--- src/hdl/nvas_pkg.sv ---
// Package for the host-side controller of a 128K x 16 nonvolatile async memory.
// Assumes a 100 MHz single clock; all pin timing derived from it.
package nvas_pkg;

  localparam int CLK_PERIOD_NS = 10;
  localparam int ADDR_W = 17;
  localparam int DATA_W = 16;
  localparam int COL_W = 2;

  // Timing figures as printed, then derived cycle counts
  localparam int T_POWER_UP_MS = 1;
  localparam int T_SLEEP_EXIT_US = 450;
  localparam int T_SLEEP_LOW_US = 1;
  localparam int T_PRECHARGE_NS = 30;
  localparam int T_ACCESS_NS = 60;
  localparam int T_WRITE_PULSE_NS = 60;
  localparam int T_PAGE_ADDR_NS = 15;
  localparam int T_PAGE_ACCESS_NS = 25;
  localparam int T_DATA_SETUP_NS = 15;

  localparam int POWER_UP_CYC = (T_POWER_UP_MS * 1000000 + CLK_PERIOD_NS - 1) / CLK_PERIOD_NS;
  localparam int SLEEP_EXIT_CYC = (T_SLEEP_EXIT_US * 1000 + CLK_PERIOD_NS - 1) / CLK_PERIOD_NS;
  localparam int SLEEP_LOW_CYC = (T_SLEEP_LOW_US * 1000 + CLK_PERIOD_NS - 1) / CLK_PERIOD_NS;
  localparam int PRECHARGE_CYC = (T_PRECHARGE_NS + CLK_PERIOD_NS - 1) / CLK_PERIOD_NS;
  localparam int ACCESS_CYC = (T_ACCESS_NS + CLK_PERIOD_NS - 1) / CLK_PERIOD_NS + 1;
  localparam int WRITE_CYC = (T_WRITE_PULSE_NS + CLK_PERIOD_NS - 1) / CLK_PERIOD_NS;
  localparam int PAGE_CYC =
    ((T_PAGE_ACCESS_NS > T_PAGE_ADDR_NS ? T_PAGE_ACCESS_NS : T_PAGE_ADDR_NS)
     + CLK_PERIOD_NS - 1) / CLK_PERIOD_NS + 1;
  localparam int SETUP_CYC = (T_DATA_SETUP_NS + CLK_PERIOD_NS - 1) / CLK_PERIOD_NS;

  localparam int CNT_W = 20;

  // Request from the user side
  typedef struct packed {
    logic write;
    logic [ADDR_W-1:0] addr;
    logic [DATA_W-1:0] wdata;
    logic [1:0] byte_en;
  } nvas_req_t;

  // Pins toward the memory; selects and strobes active low
  typedef struct packed {
    logic ce_n;
    logic we_n;
    logic oe_n;
    logic high_byte_sel_n;
    logic low_byte_sel_n;
    logic sleep_request_n;
    logic [ADDR_W-COL_W-1:0] row_address;
    logic [COL_W-1:0] column_address;
  } nvas_pins_t;

  localparam nvas_pins_t PINS_RESET = '{ce_n: 1'b1, we_n: 1'b1, oe_n: 1'b1,
    high_byte_sel_n: 1'b1, low_byte_sel_n: 1'b1, sleep_request_n: 1'b1,
    row_address: '0, column_address: '0};

endpackage : nvas_pkg

--- src/hdl/nvas_ctrl.sv ---
// Host controller driving an async 128K x 16 nonvolatile memory by its pins.
// Assumes the user holds a request stable until o_ready pulses with it taken.
//
// Functional notes
// RULE_01: Memory floats data within 20 ns of sleep low; host stops driving too.
// RULE_02: Sleep entry is immediate; chip select is ignored while asleep.
// RULE_03: After sleep release, wait 450 us before any access.
// RULE_04: Sleep may be requested right after the last write ends.
// RULE_05: After power-up, hold off every access for at least 1 ms.
// RULE_06: Write data latched on first rising edge of chip select or write strobe.
// RULE_07: Strobe-driven write starts as read; upper address latched at strobe fall.
// RULE_08: Column address held stable at least 15 ns per page access.
// RULE_09: Byte selects tied low only without byte writes; here always driven.
// RULE_10: Reads drive only selected bytes; floats with output enable high.
// RULE_11: Writes update only selected bytes, masking others.
// RULE_12: Column-only change under low chip select is a page access.
// RULE_13: Rising chip select precharges; new access needs chip select fall.
module nvas_ctrl #(
  parameter int POWER_UP_CYCLES = nvas_pkg::POWER_UP_CYC,
  parameter int SLEEP_EXIT_CYCLES = nvas_pkg::SLEEP_EXIT_CYC
) (
  // Clock and reset
  input wire logic i_clk,
  input wire logic i_rst_n,
  // User request
  input wire logic i_valid,
  input wire nvas_pkg::nvas_req_t i_req,
  input wire logic i_sleep,
  // User answer
  output logic o_ready,
  output logic o_rvalid,
  output logic [nvas_pkg::DATA_W-1:0] o_rdata,
  output logic o_asleep,
  // Memory pins
  output nvas_pkg::nvas_pins_t o_pins,
  input wire logic [nvas_pkg::DATA_W-1:0] i_dq,
  output logic [nvas_pkg::DATA_W-1:0] o_dq,
  output logic o_dq_oe
);

  typedef enum logic [2:0] {
    S_POWERUP, S_IDLE, S_ACCESS, S_WSTROBE, S_DONE, S_PRECHG, S_SLEEP, S_WAKE
  } nvas_state_t;

  nvas_state_t state_q, state_d;
  nvas_pkg::nvas_pins_t pins_q, pins_d;
  logic [nvas_pkg::CNT_W-1:0] cnt_q, cnt_d;
  logic [nvas_pkg::DATA_W-1:0] dq_s1_q, dq_s2_q, rdata_q, rdata_d, dq_q, dq_d;
  logic dq_oe_q, dq_oe_d, ready_q, ready_d, rvalid_q, rvalid_d, wr_q, wr_d;

  ////////////////////////////////////////////////////////////////////////////
  wire cnt_done = (cnt_q == '0);
  wire [nvas_pkg::ADDR_W-nvas_pkg::COL_W-1:0] req_row =
    i_req.addr[nvas_pkg::ADDR_W-1:nvas_pkg::COL_W];
  wire [nvas_pkg::COL_W-1:0] req_col = i_req.addr[nvas_pkg::COL_W-1:0];
  wire same_row = (req_row == pins_q.row_address);
  wire page_hit = i_valid && !i_sleep && same_row && (i_req.write == wr_q); // RULE_12

  function automatic logic [nvas_pkg::CNT_W-1:0] cyc(input int n);
    cyc = nvas_pkg::CNT_W'(n - 1);
  endfunction : cyc

  ////////////////////////////////////////////////////////////////////////////
  always_comb
  begin
    state_d = state_q;
    pins_d = pins_q;
    cnt_d = cnt_done ? cnt_q : cnt_q - 1'b1;
    rdata_d = rdata_q;
    dq_d = dq_q;
    dq_oe_d = dq_oe_q;
    ready_d = 1'b0;
    rvalid_d = 1'b0;
    wr_d = wr_q;
    case (state_q)
      S_POWERUP:
      begin
        if (cnt_done)
          state_d = S_IDLE; // RULE_05
      end
      S_IDLE:
      begin
        if (i_sleep)
        begin
          pins_d.sleep_request_n = 1'b0; // RULE_02 RULE_04
          pins_d.ce_n = 1'b1;
          pins_d.oe_n = 1'b1;
          dq_oe_d = 1'b0; // RULE_01
          cnt_d = cyc(nvas_pkg::SLEEP_LOW_CYC);
          state_d = S_SLEEP;
        end
        else if (i_valid && !ready_q)
        begin
          pins_d.ce_n = 1'b0;
          pins_d.row_address = req_row;
          pins_d.column_address = req_col;
          pins_d.high_byte_sel_n = !i_req.byte_en[1]; // RULE_09 RULE_10 RULE_11
          pins_d.low_byte_sel_n = !i_req.byte_en[0];
          pins_d.oe_n = i_req.write;
          wr_d = i_req.write;
          dq_d = i_req.wdata;
          dq_oe_d = i_req.write;
          cnt_d = cyc(i_req.write ? nvas_pkg::SETUP_CYC : nvas_pkg::ACCESS_CYC);
          state_d = i_req.write ? S_WSTROBE : S_ACCESS; // RULE_07
        end
      end
      S_WSTROBE:
      begin
        // Strobe falls after address settled, so cycle starts as a read
        if (cnt_done)
        begin
          pins_d.we_n = 1'b0; // RULE_07
          cnt_d = cyc(nvas_pkg::WRITE_CYC);
          state_d = S_ACCESS;
        end
      end
      S_ACCESS:
      begin
        if (cnt_done)
        begin
          ready_d = 1'b1;
          if (wr_q)
            pins_d.we_n = 1'b1; // RULE_06
          else
          begin
            rdata_d = dq_s2_q;
            rvalid_d = 1'b1;
          end
          state_d = S_DONE;
        end
      end
      S_DONE:
      begin
        // Ready stands now; user already shows its next request
        begin
          if (page_hit && req_col != pins_q.column_address)
          begin
            // Page access: only the column moves, chip select stays low
            pins_d.column_address = req_col; // RULE_08 RULE_12
            pins_d.high_byte_sel_n = !i_req.byte_en[1];
            pins_d.low_byte_sel_n = !i_req.byte_en[0];
            dq_d = i_req.wdata;
            cnt_d = cyc(wr_q ? nvas_pkg::SETUP_CYC : nvas_pkg::PAGE_CYC);
            state_d = wr_q ? S_WSTROBE : S_ACCESS;
          end
          else
          begin
            pins_d.ce_n = 1'b1; // RULE_13
            pins_d.oe_n = 1'b1;
            cnt_d = cyc(nvas_pkg::PRECHARGE_CYC);
            state_d = S_PRECHG;
          end
        end
      end
      S_PRECHG:
      begin
        dq_oe_d = 1'b0;
        if (cnt_done)
          state_d = S_IDLE; // RULE_13
      end
      S_SLEEP:
      begin
        if (cnt_done && !i_sleep)
        begin
          pins_d.sleep_request_n = 1'b1;
          cnt_d = cyc(SLEEP_EXIT_CYCLES);
          state_d = S_WAKE;
        end
      end
      S_WAKE:
      begin
        if (cnt_done)
          state_d = S_IDLE; // RULE_03
      end
      default:
        state_d = S_IDLE;
    endcase
  end

  ////////////////////////////////////////////////////////////////////////////
  always_ff @(posedge i_clk)
  begin
    dq_s1_q <= i_dq;
    dq_s2_q <= dq_s1_q;
  end

  always_ff @(posedge i_clk)
  begin
    if (!i_rst_n)
    begin
      state_q <= S_POWERUP;
      pins_q <= nvas_pkg::PINS_RESET;
      cnt_q <= cyc(POWER_UP_CYCLES);
      rdata_q <= '0;
      dq_q <= '0;
      dq_oe_q <= 1'b0;
      ready_q <= 1'b0;
      rvalid_q <= 1'b0;
      wr_q <= 1'b0;
    end
    else
    begin
      state_q <= state_d;
      pins_q <= pins_d;
      cnt_q <= cnt_d;
      rdata_q <= rdata_d;
      dq_q <= dq_d;
      dq_oe_q <= dq_oe_d;
      ready_q <= ready_d;
      rvalid_q <= rvalid_d;
      wr_q <= wr_d;
    end
  end

  logic asleep_q;
  always_ff @(posedge i_clk)
  begin
    if (!i_rst_n)
      asleep_q <= 1'b0;
    else
      asleep_q <= (state_d == S_SLEEP);
  end

  assign o_pins = pins_q;
  assign o_dq = dq_q;
  assign o_dq_oe = dq_oe_q;
  assign o_ready = ready_q;
  assign o_rvalid = rvalid_q;
  assign o_rdata = rdata_q;
  assign o_asleep = asleep_q;

endmodule : nvas_ctrl

--- config.mk ---
export PLATFORM = sky130hd
export DESIGN_NAME = nvas_ctrl
export DESIGN_NICKNAME = d
export VERILOG_FILES = /design/src/hdl/nvas_pkg.sv /design/src/hdl/nvas_ctrl.sv
export SDC_FILE = /design/constraint.sdc
export NUM_CORES = 1
export LEC_CHECK = 0
export ABC_AREA = 1
export BUFFER_PORTS_ARGS = -buffer_cell sky130_fd_sc_hd__buf_4
export CAP_MARGIN = 20
export CORE_AREA = 5 5 104 106
export DETAILED_ROUTE_END_ITERATION = 8
export DIE_AREA = 0 0 109 111
export PLACE_DENSITY = 0.74
export SLEW_MARGIN = 20
export SYNTH_ARGS = -nofsm -noshare
export SYNTH_HDL_FRONTEND = slang
export SYNTH_SLANG_ARGS = --single-unit
--- constraint.sdc ---
create_clock -name i_clk -period 4.9 [get_ports i_clk]
set_input_delay 0.735 -clock i_clk [delete_from_list [all_inputs] [get_ports i_clk]]
set_output_delay 0.735 -clock i_clk [all_outputs]
set_load 0.01 [all_outputs]
Word-level counts from Yosys, hierarchy flattened. Index checks and enable logic that the tools add are counted.

Bits in registers: 115. Output and inout port bits: 59. Word-level logic and storage cells: 119. Input port bits: 56.

$add $sub $neg: 3. Mux-type cells: 48. Bitwise operators: 2. Reduce and logical (&&, ||, !) cells: 26. Equal/unequal tests: 21.

Operators with widths (count): 2-to-1 mux 20 bit (6); one-hot mux 20 bit (4 select lines) (1); 2-to-1 mux 16 bit (3); one-hot mux 16 bit (2 select lines) (1); 2-to-1 mux 3 bit (10); zero test 20 bit (1); subtractor 20 x 1 -> 20 bit (second input constant) (1); != test 2 bit (second input constant) (9); one-hot mux 3 bit (6 select lines) (1); equality test 15 bit (1); equality test 3 bit (second input constant) (5); 2-to-1 mux 1 bit (15); AND reduction 3 bit (5); 2-to-1 mux 2 bit (5); one-hot mux 1 bit (2 select lines) (4); AND reduction 4 bit (2); nonzero test 2 bit (4); subtractor 3 x 1 -> 4 bit (second input constant) (2); equality test 3 x 2 -> 1 bit (second input constant) (2); logical AND 1 bit (6); one-hot mux 3 bit (2 select lines) (1); zero test 1 bit (4); one-hot mux 2 bit (2 select lines) (1); AND reduction 2 bit (2); 7 further kinds (8).

Longest topological paths before layout.
Depth after elaboration: 8. Mapped depth: 13.

Least setup slack after synthesis. No wires, ideal clock.

Kind: input -> register. Start: in i_req[35] in the netlist's numbering. End: reg dq_q (netlist bit o_dq[3]). Data arrival time: 1678 ps. Stages: 12. Setup time: 116 ps. Slack: 3106 ps. Cells stage by stage: inv_1 > nand2_1 > nand2_1 > nor2_1 > nand2_1 > nor2_1 > nand4_1 > nand2_2 > inv_2 > buf_6 > nor2_1 > nor2_1.

Longest elaborated chain between the ends: 5.

Ends and longest elaborated chain: start: declaration (RTL line nvas_ctrl.sv:27) `input wire nvas_pkg::nvas_req_t i_req,`; equality test 1 bit (RTL line nvas_ctrl.sv:57) `wire page_hit = i_valid && !i_sleep && same_row && (i_req.write == wr_q);`; logical AND 1 bit (RTL line nvas_ctrl.sv:57); logical AND 1 bit (RTL line nvas_ctrl.sv:136) `if (page_hit && req_col != pins_q.column_address)`; != test 2 bit (no line); AND reduction 4 bit (no line); end signal: assignment (RTL line nvas_ctrl.sv:207) `dq_q <= dq_d;`; end: declaration (RTL line nvas_ctrl.sv:48) `logic [nvas_pkg::DATA_W-1:0] dq_s1_q, dq_s2_q, rdata_q, rdata_d, dq_q, dq_d;`.

No other way between the ends. A chain may end at the register's enable or synchronous reset.

Worst setup path in the final report.
Start: reg state_q[0]. End: reg dq_q (netlist bit o_dq[10]).

Longest elaborated chain between the ends: 3.

Ends and longest elaborated chain: start: declaration (RTL line nvas_ctrl.sv:45) `nvas_state_t state_q, state_d;`; start signal: assignment (RTL line nvas_ctrl.sv:203) `state_q <= state_d;`; equality test 3 bit or equality test 3 x 1 -> 1 bit (tied branches) (RTL line nvas_ctrl.sv:75) `case (state_q)`; != test 2 bit (no line) or nonzero test 2 bit (tied branches); AND reduction 4 bit (no line).

Several ways; a longest one is shown, not always the timed one.

==> results.cfg <==
[status]
status = finished, final reports clean

[timing]
hold_viol = 0
slew_violations = 0
fin_tns_setup_ns = 0
setup_violations = 0
rsz0062_at_grt = no
period_share_pct = 46.3
worstMarginPinSlew_ns = 0.629
finalCriticalPeriod_ns = 2.27
slew_headroom_pct = 58.0
clock_skew_ns = 0.0108
fmax_mhz = 441

[setup_path]
r2r_setup_slack_ns = 2.63
cp.arrival_ns = 2.68
worstReg2RegEnd = o_dq[10]$_SDFFE_PN0P_
crit_fanout = 27
rr_startpoint = state_q[0]$_SDFF_PN0_
end_kind = flip-flop
r2r_cells = 11
critPathLaunchType = flip-flop
worstSetupPathType = reg2reg
worstPathRequired_ns = 5.32

[synthesis]
yosysUniqueCellTypes = 39
synth_edf_count = 0
async_flop_share_pct = 0
yosysWarnings = 0
ys_seq_area_share_pct = 48.2
synth_seq_cells = 115
ys.flop_type = dfxtp_1
synth_top_cell_by_area = dfxtp_1
synthesis.area_um2 = 4780
synthCells = 633
syn_nets = 692
synth_area_leaders = dfxtp_1 48%, nor2_1 9.7%, nand2_1 8.8%, o21ai_0 7.5%, inv_1 4.9%
yosysTopAreaCellShare_pct = 48.2
syn_avg_cell_area_um2 = 7.55

[placed_design]
gp_congestion = 0.915
post-place-cells = 862
hpwl_um = 8020
io_buffers = 114

[clock_network]
numClockSinks = 115
htree_levels = 4
cts_root_buf = clkbuf_8
cts_hold_buffers = 0
cts_tree = done
clkTransAtPathRegs_ns = 0.06
cts_made_buffers = 17
cts.path.max_buffers = 2
post_cts_resize_count = 0
postCtsSetupBuffers = 0
clock_latency_ns = 0.52

[global_route]
grt_overflow = 0
grt_pass1_vias = 4289
grt_max_degree = 69
grtUsageTotal_pct = 19.7
grt_antenna_before_repair = 0
grt_pass1_wl_um = 19300

[final_layout]
nNetsFinal = 807
final_cell_count_no_fill = 894
syn2layout_area_growth_pct = 30.1
final_layout_size_suffix_gt1_share_pct = 25.9
final_common_cell = nor2_1
mostFrequentLayoutCells = 124 x nor2_1, 115 x dfxtp_1, 114 x buf_4, 112 x nand2_1, 72 x o21ai_0
num_antenna_cells = 0

[floorplan]
rows = 36
core_um2 = 9680
fp.dieH_um = 111
fp.dieW_um = 109
io_pins = 115
initial_utilization_pct = 49.4
die_area_um2 = 12100

[pwr]
seqPwrFrac_pct = 40.3
ir_drop_uv = 274
power_frac_clock_pct = 41.4
comb_power_share_pct = 18.3
netSwitchingFraction_pct = 31.3
powerDensity_nw_per_um2 = 437
intPower_w = 0.00187
p_switching_w = 0.000851
cellLeakagePower_nw = 3.02

[hold_path]
hold_end = dq_s1_q[12]$_DFF_P_
min_from = i_dq[12]
hold_class = in2reg
holdPathStages = 1

[detailed_routing]
drtIter0Drc = 210
drc_errors = 0
vias = 4367
viasPerCell = 4.88
wl_per_cell_um = 12.8
drt_pre_antenna_iters = 5
drt_wl_total_um = 11400
ant_nets = 0

[run]
drv_cap = 0
==> how the worst max path moves through the flow <==
stage                                      from                       to  slack, ns  cells after the start
after floorplan                       i_req[35]     o_dq[3]$_SDFFE_PN0P_       3.11                     12
after global placement                i_req[18]  o_pins[18]$_SDFFE_PN1P_       2.50                     11
after detailed placement              i_req[18]  o_pins[19]$_SDFFE_PN1P_       2.45                     12
after CTS                 state_q[0]$_SDFF_PN0_    o_dq[10]$_SDFFE_PN0P_       2.62                     11
after global routing      state_q[0]$_SDFF_PN0_    o_dq[10]$_SDFFE_PN0P_       2.40                     11
final                     state_q[0]$_SDFF_PN0_    o_dq[10]$_SDFFE_PN0P_       2.63                     11
==> metrics by stage <==
step | utilization, % | worst slack, ns | hold slack, ns | area [µm²] | total power [W]
3_3_place_gp | 58.6 | 2.50 | 0.310 | 5670 | 0.00159
4_1_cts | 64.2 | 2.62 | 0.294 | 6220 | 0.00274
2_1_floorplan | - | 3.11 | 0.310 | 4780 | 0.00145
3_5_place_dp | 58.6 | 2.45 | 0.312 | 5670 | 0.00160
6_report | 64.2 | 2.63 | 0.315 | 6220 | 0.00272
5_1_grt | 64.2 | 2.40 | 0.292 | 6220 | 0.00287
==> registers in the layout, summed over array words and instances (netlist names) <==
| signal | count |
|---|---|
| o_rdata | 16 |
| o_dq | 16 |
| o_ready | 1 |
| o_rvalid | 1 |
| o_asleep | 1 |
| state_q | 3 |
| dq_s2_q | 16 |
| wr_q | 1 |
| o_pins | 23 |
| cnt_q | 20 |
| o_dq_oe | 1 |
| dq_s1_q | 16 |
==> cell type report <==
class	count	area, µm²
Timing Repair Buffer	114	856
Clock buffer	19	432
Tap cell	133	166
Inverter	72	273
Fill cell	821	3460
Clock inverter	13	116
Multi-Input combinational cell	428	2070
Sequential cell	115	2300
==> power groups by stage <==
stage | combinational [W] | clock (W) | sequential, W
4_1_cts | 0.000495 | 0.00115 | 0.00109
5_1_grt | 0.000565 | 0.00120 | 0.00110
3_5_place_dp | 0.000493 | 0 | 0.00111
6_report | 0.000498 | 0.00113 | 0.00109
2_1_floorplan | 0.000343 | 0 | 0.00110
3_3_place_gp | 0.000482 | 0 | 0.00111
==> per-layer routing <==
layer  wire length, µm  track usage [%]  vias to the layer above  share of wire, %
met4               150             6.14                        0               1.3
met5                 0                0                        -                 0
met3               807             6.81                       16               7.1
li1                  -                -                     2228                 -
met2              5620             32.6                      135                49
met1              4850             23.7                     1988                42
==> cell usage after synthesis (2+ instances only) <==
library cell	n
nand2_4	2
nand2_2	5
nor2_2	26
or2_2	2
nand3_1	12
nor2_1	124
o21ai_0	72
inv_2	8
ha_1	3
xor2_1	7
buf_6	8
buf_2	2
a21oi_1	23
nand2_1	112
clkbuf_1	8
nor2_4	4
dfxtp_1	115
nor3_1	2
nor3b_1	2
o21ai_1	3
nand4_1	10
xnor2_1	4
inv_1	63
==> cell families (layout without fill, tap and decap cells) <==
family	Yosys count	after routing	share of synthesized area, %
AND/OR/NAND/NOR	309	309	29.2
flip-flops	115	115	48.2
AO/OA/AOI/OAI	105	105	11.4
buffers and inverters	90	218	8.43
XOR/XNOR	11	11	2.02
adder cells (fa/ha/maj)	3	3	0.785
==> worst max-delay path: stages, from the launching register on <==
cell,delay [ns]
dfxtp_1,0.54
inv_2,0.11
nor2_4,0.16
nand2_4,0.12
inv_4,0.09
nand2_2,0.07
inv_2,0.09
nand2_4,0.17
nand2_2,0.34
inv_2,0.25
nor2_1,0.15
nor2_1,0.06
Power figures use the tool's default switching activity.
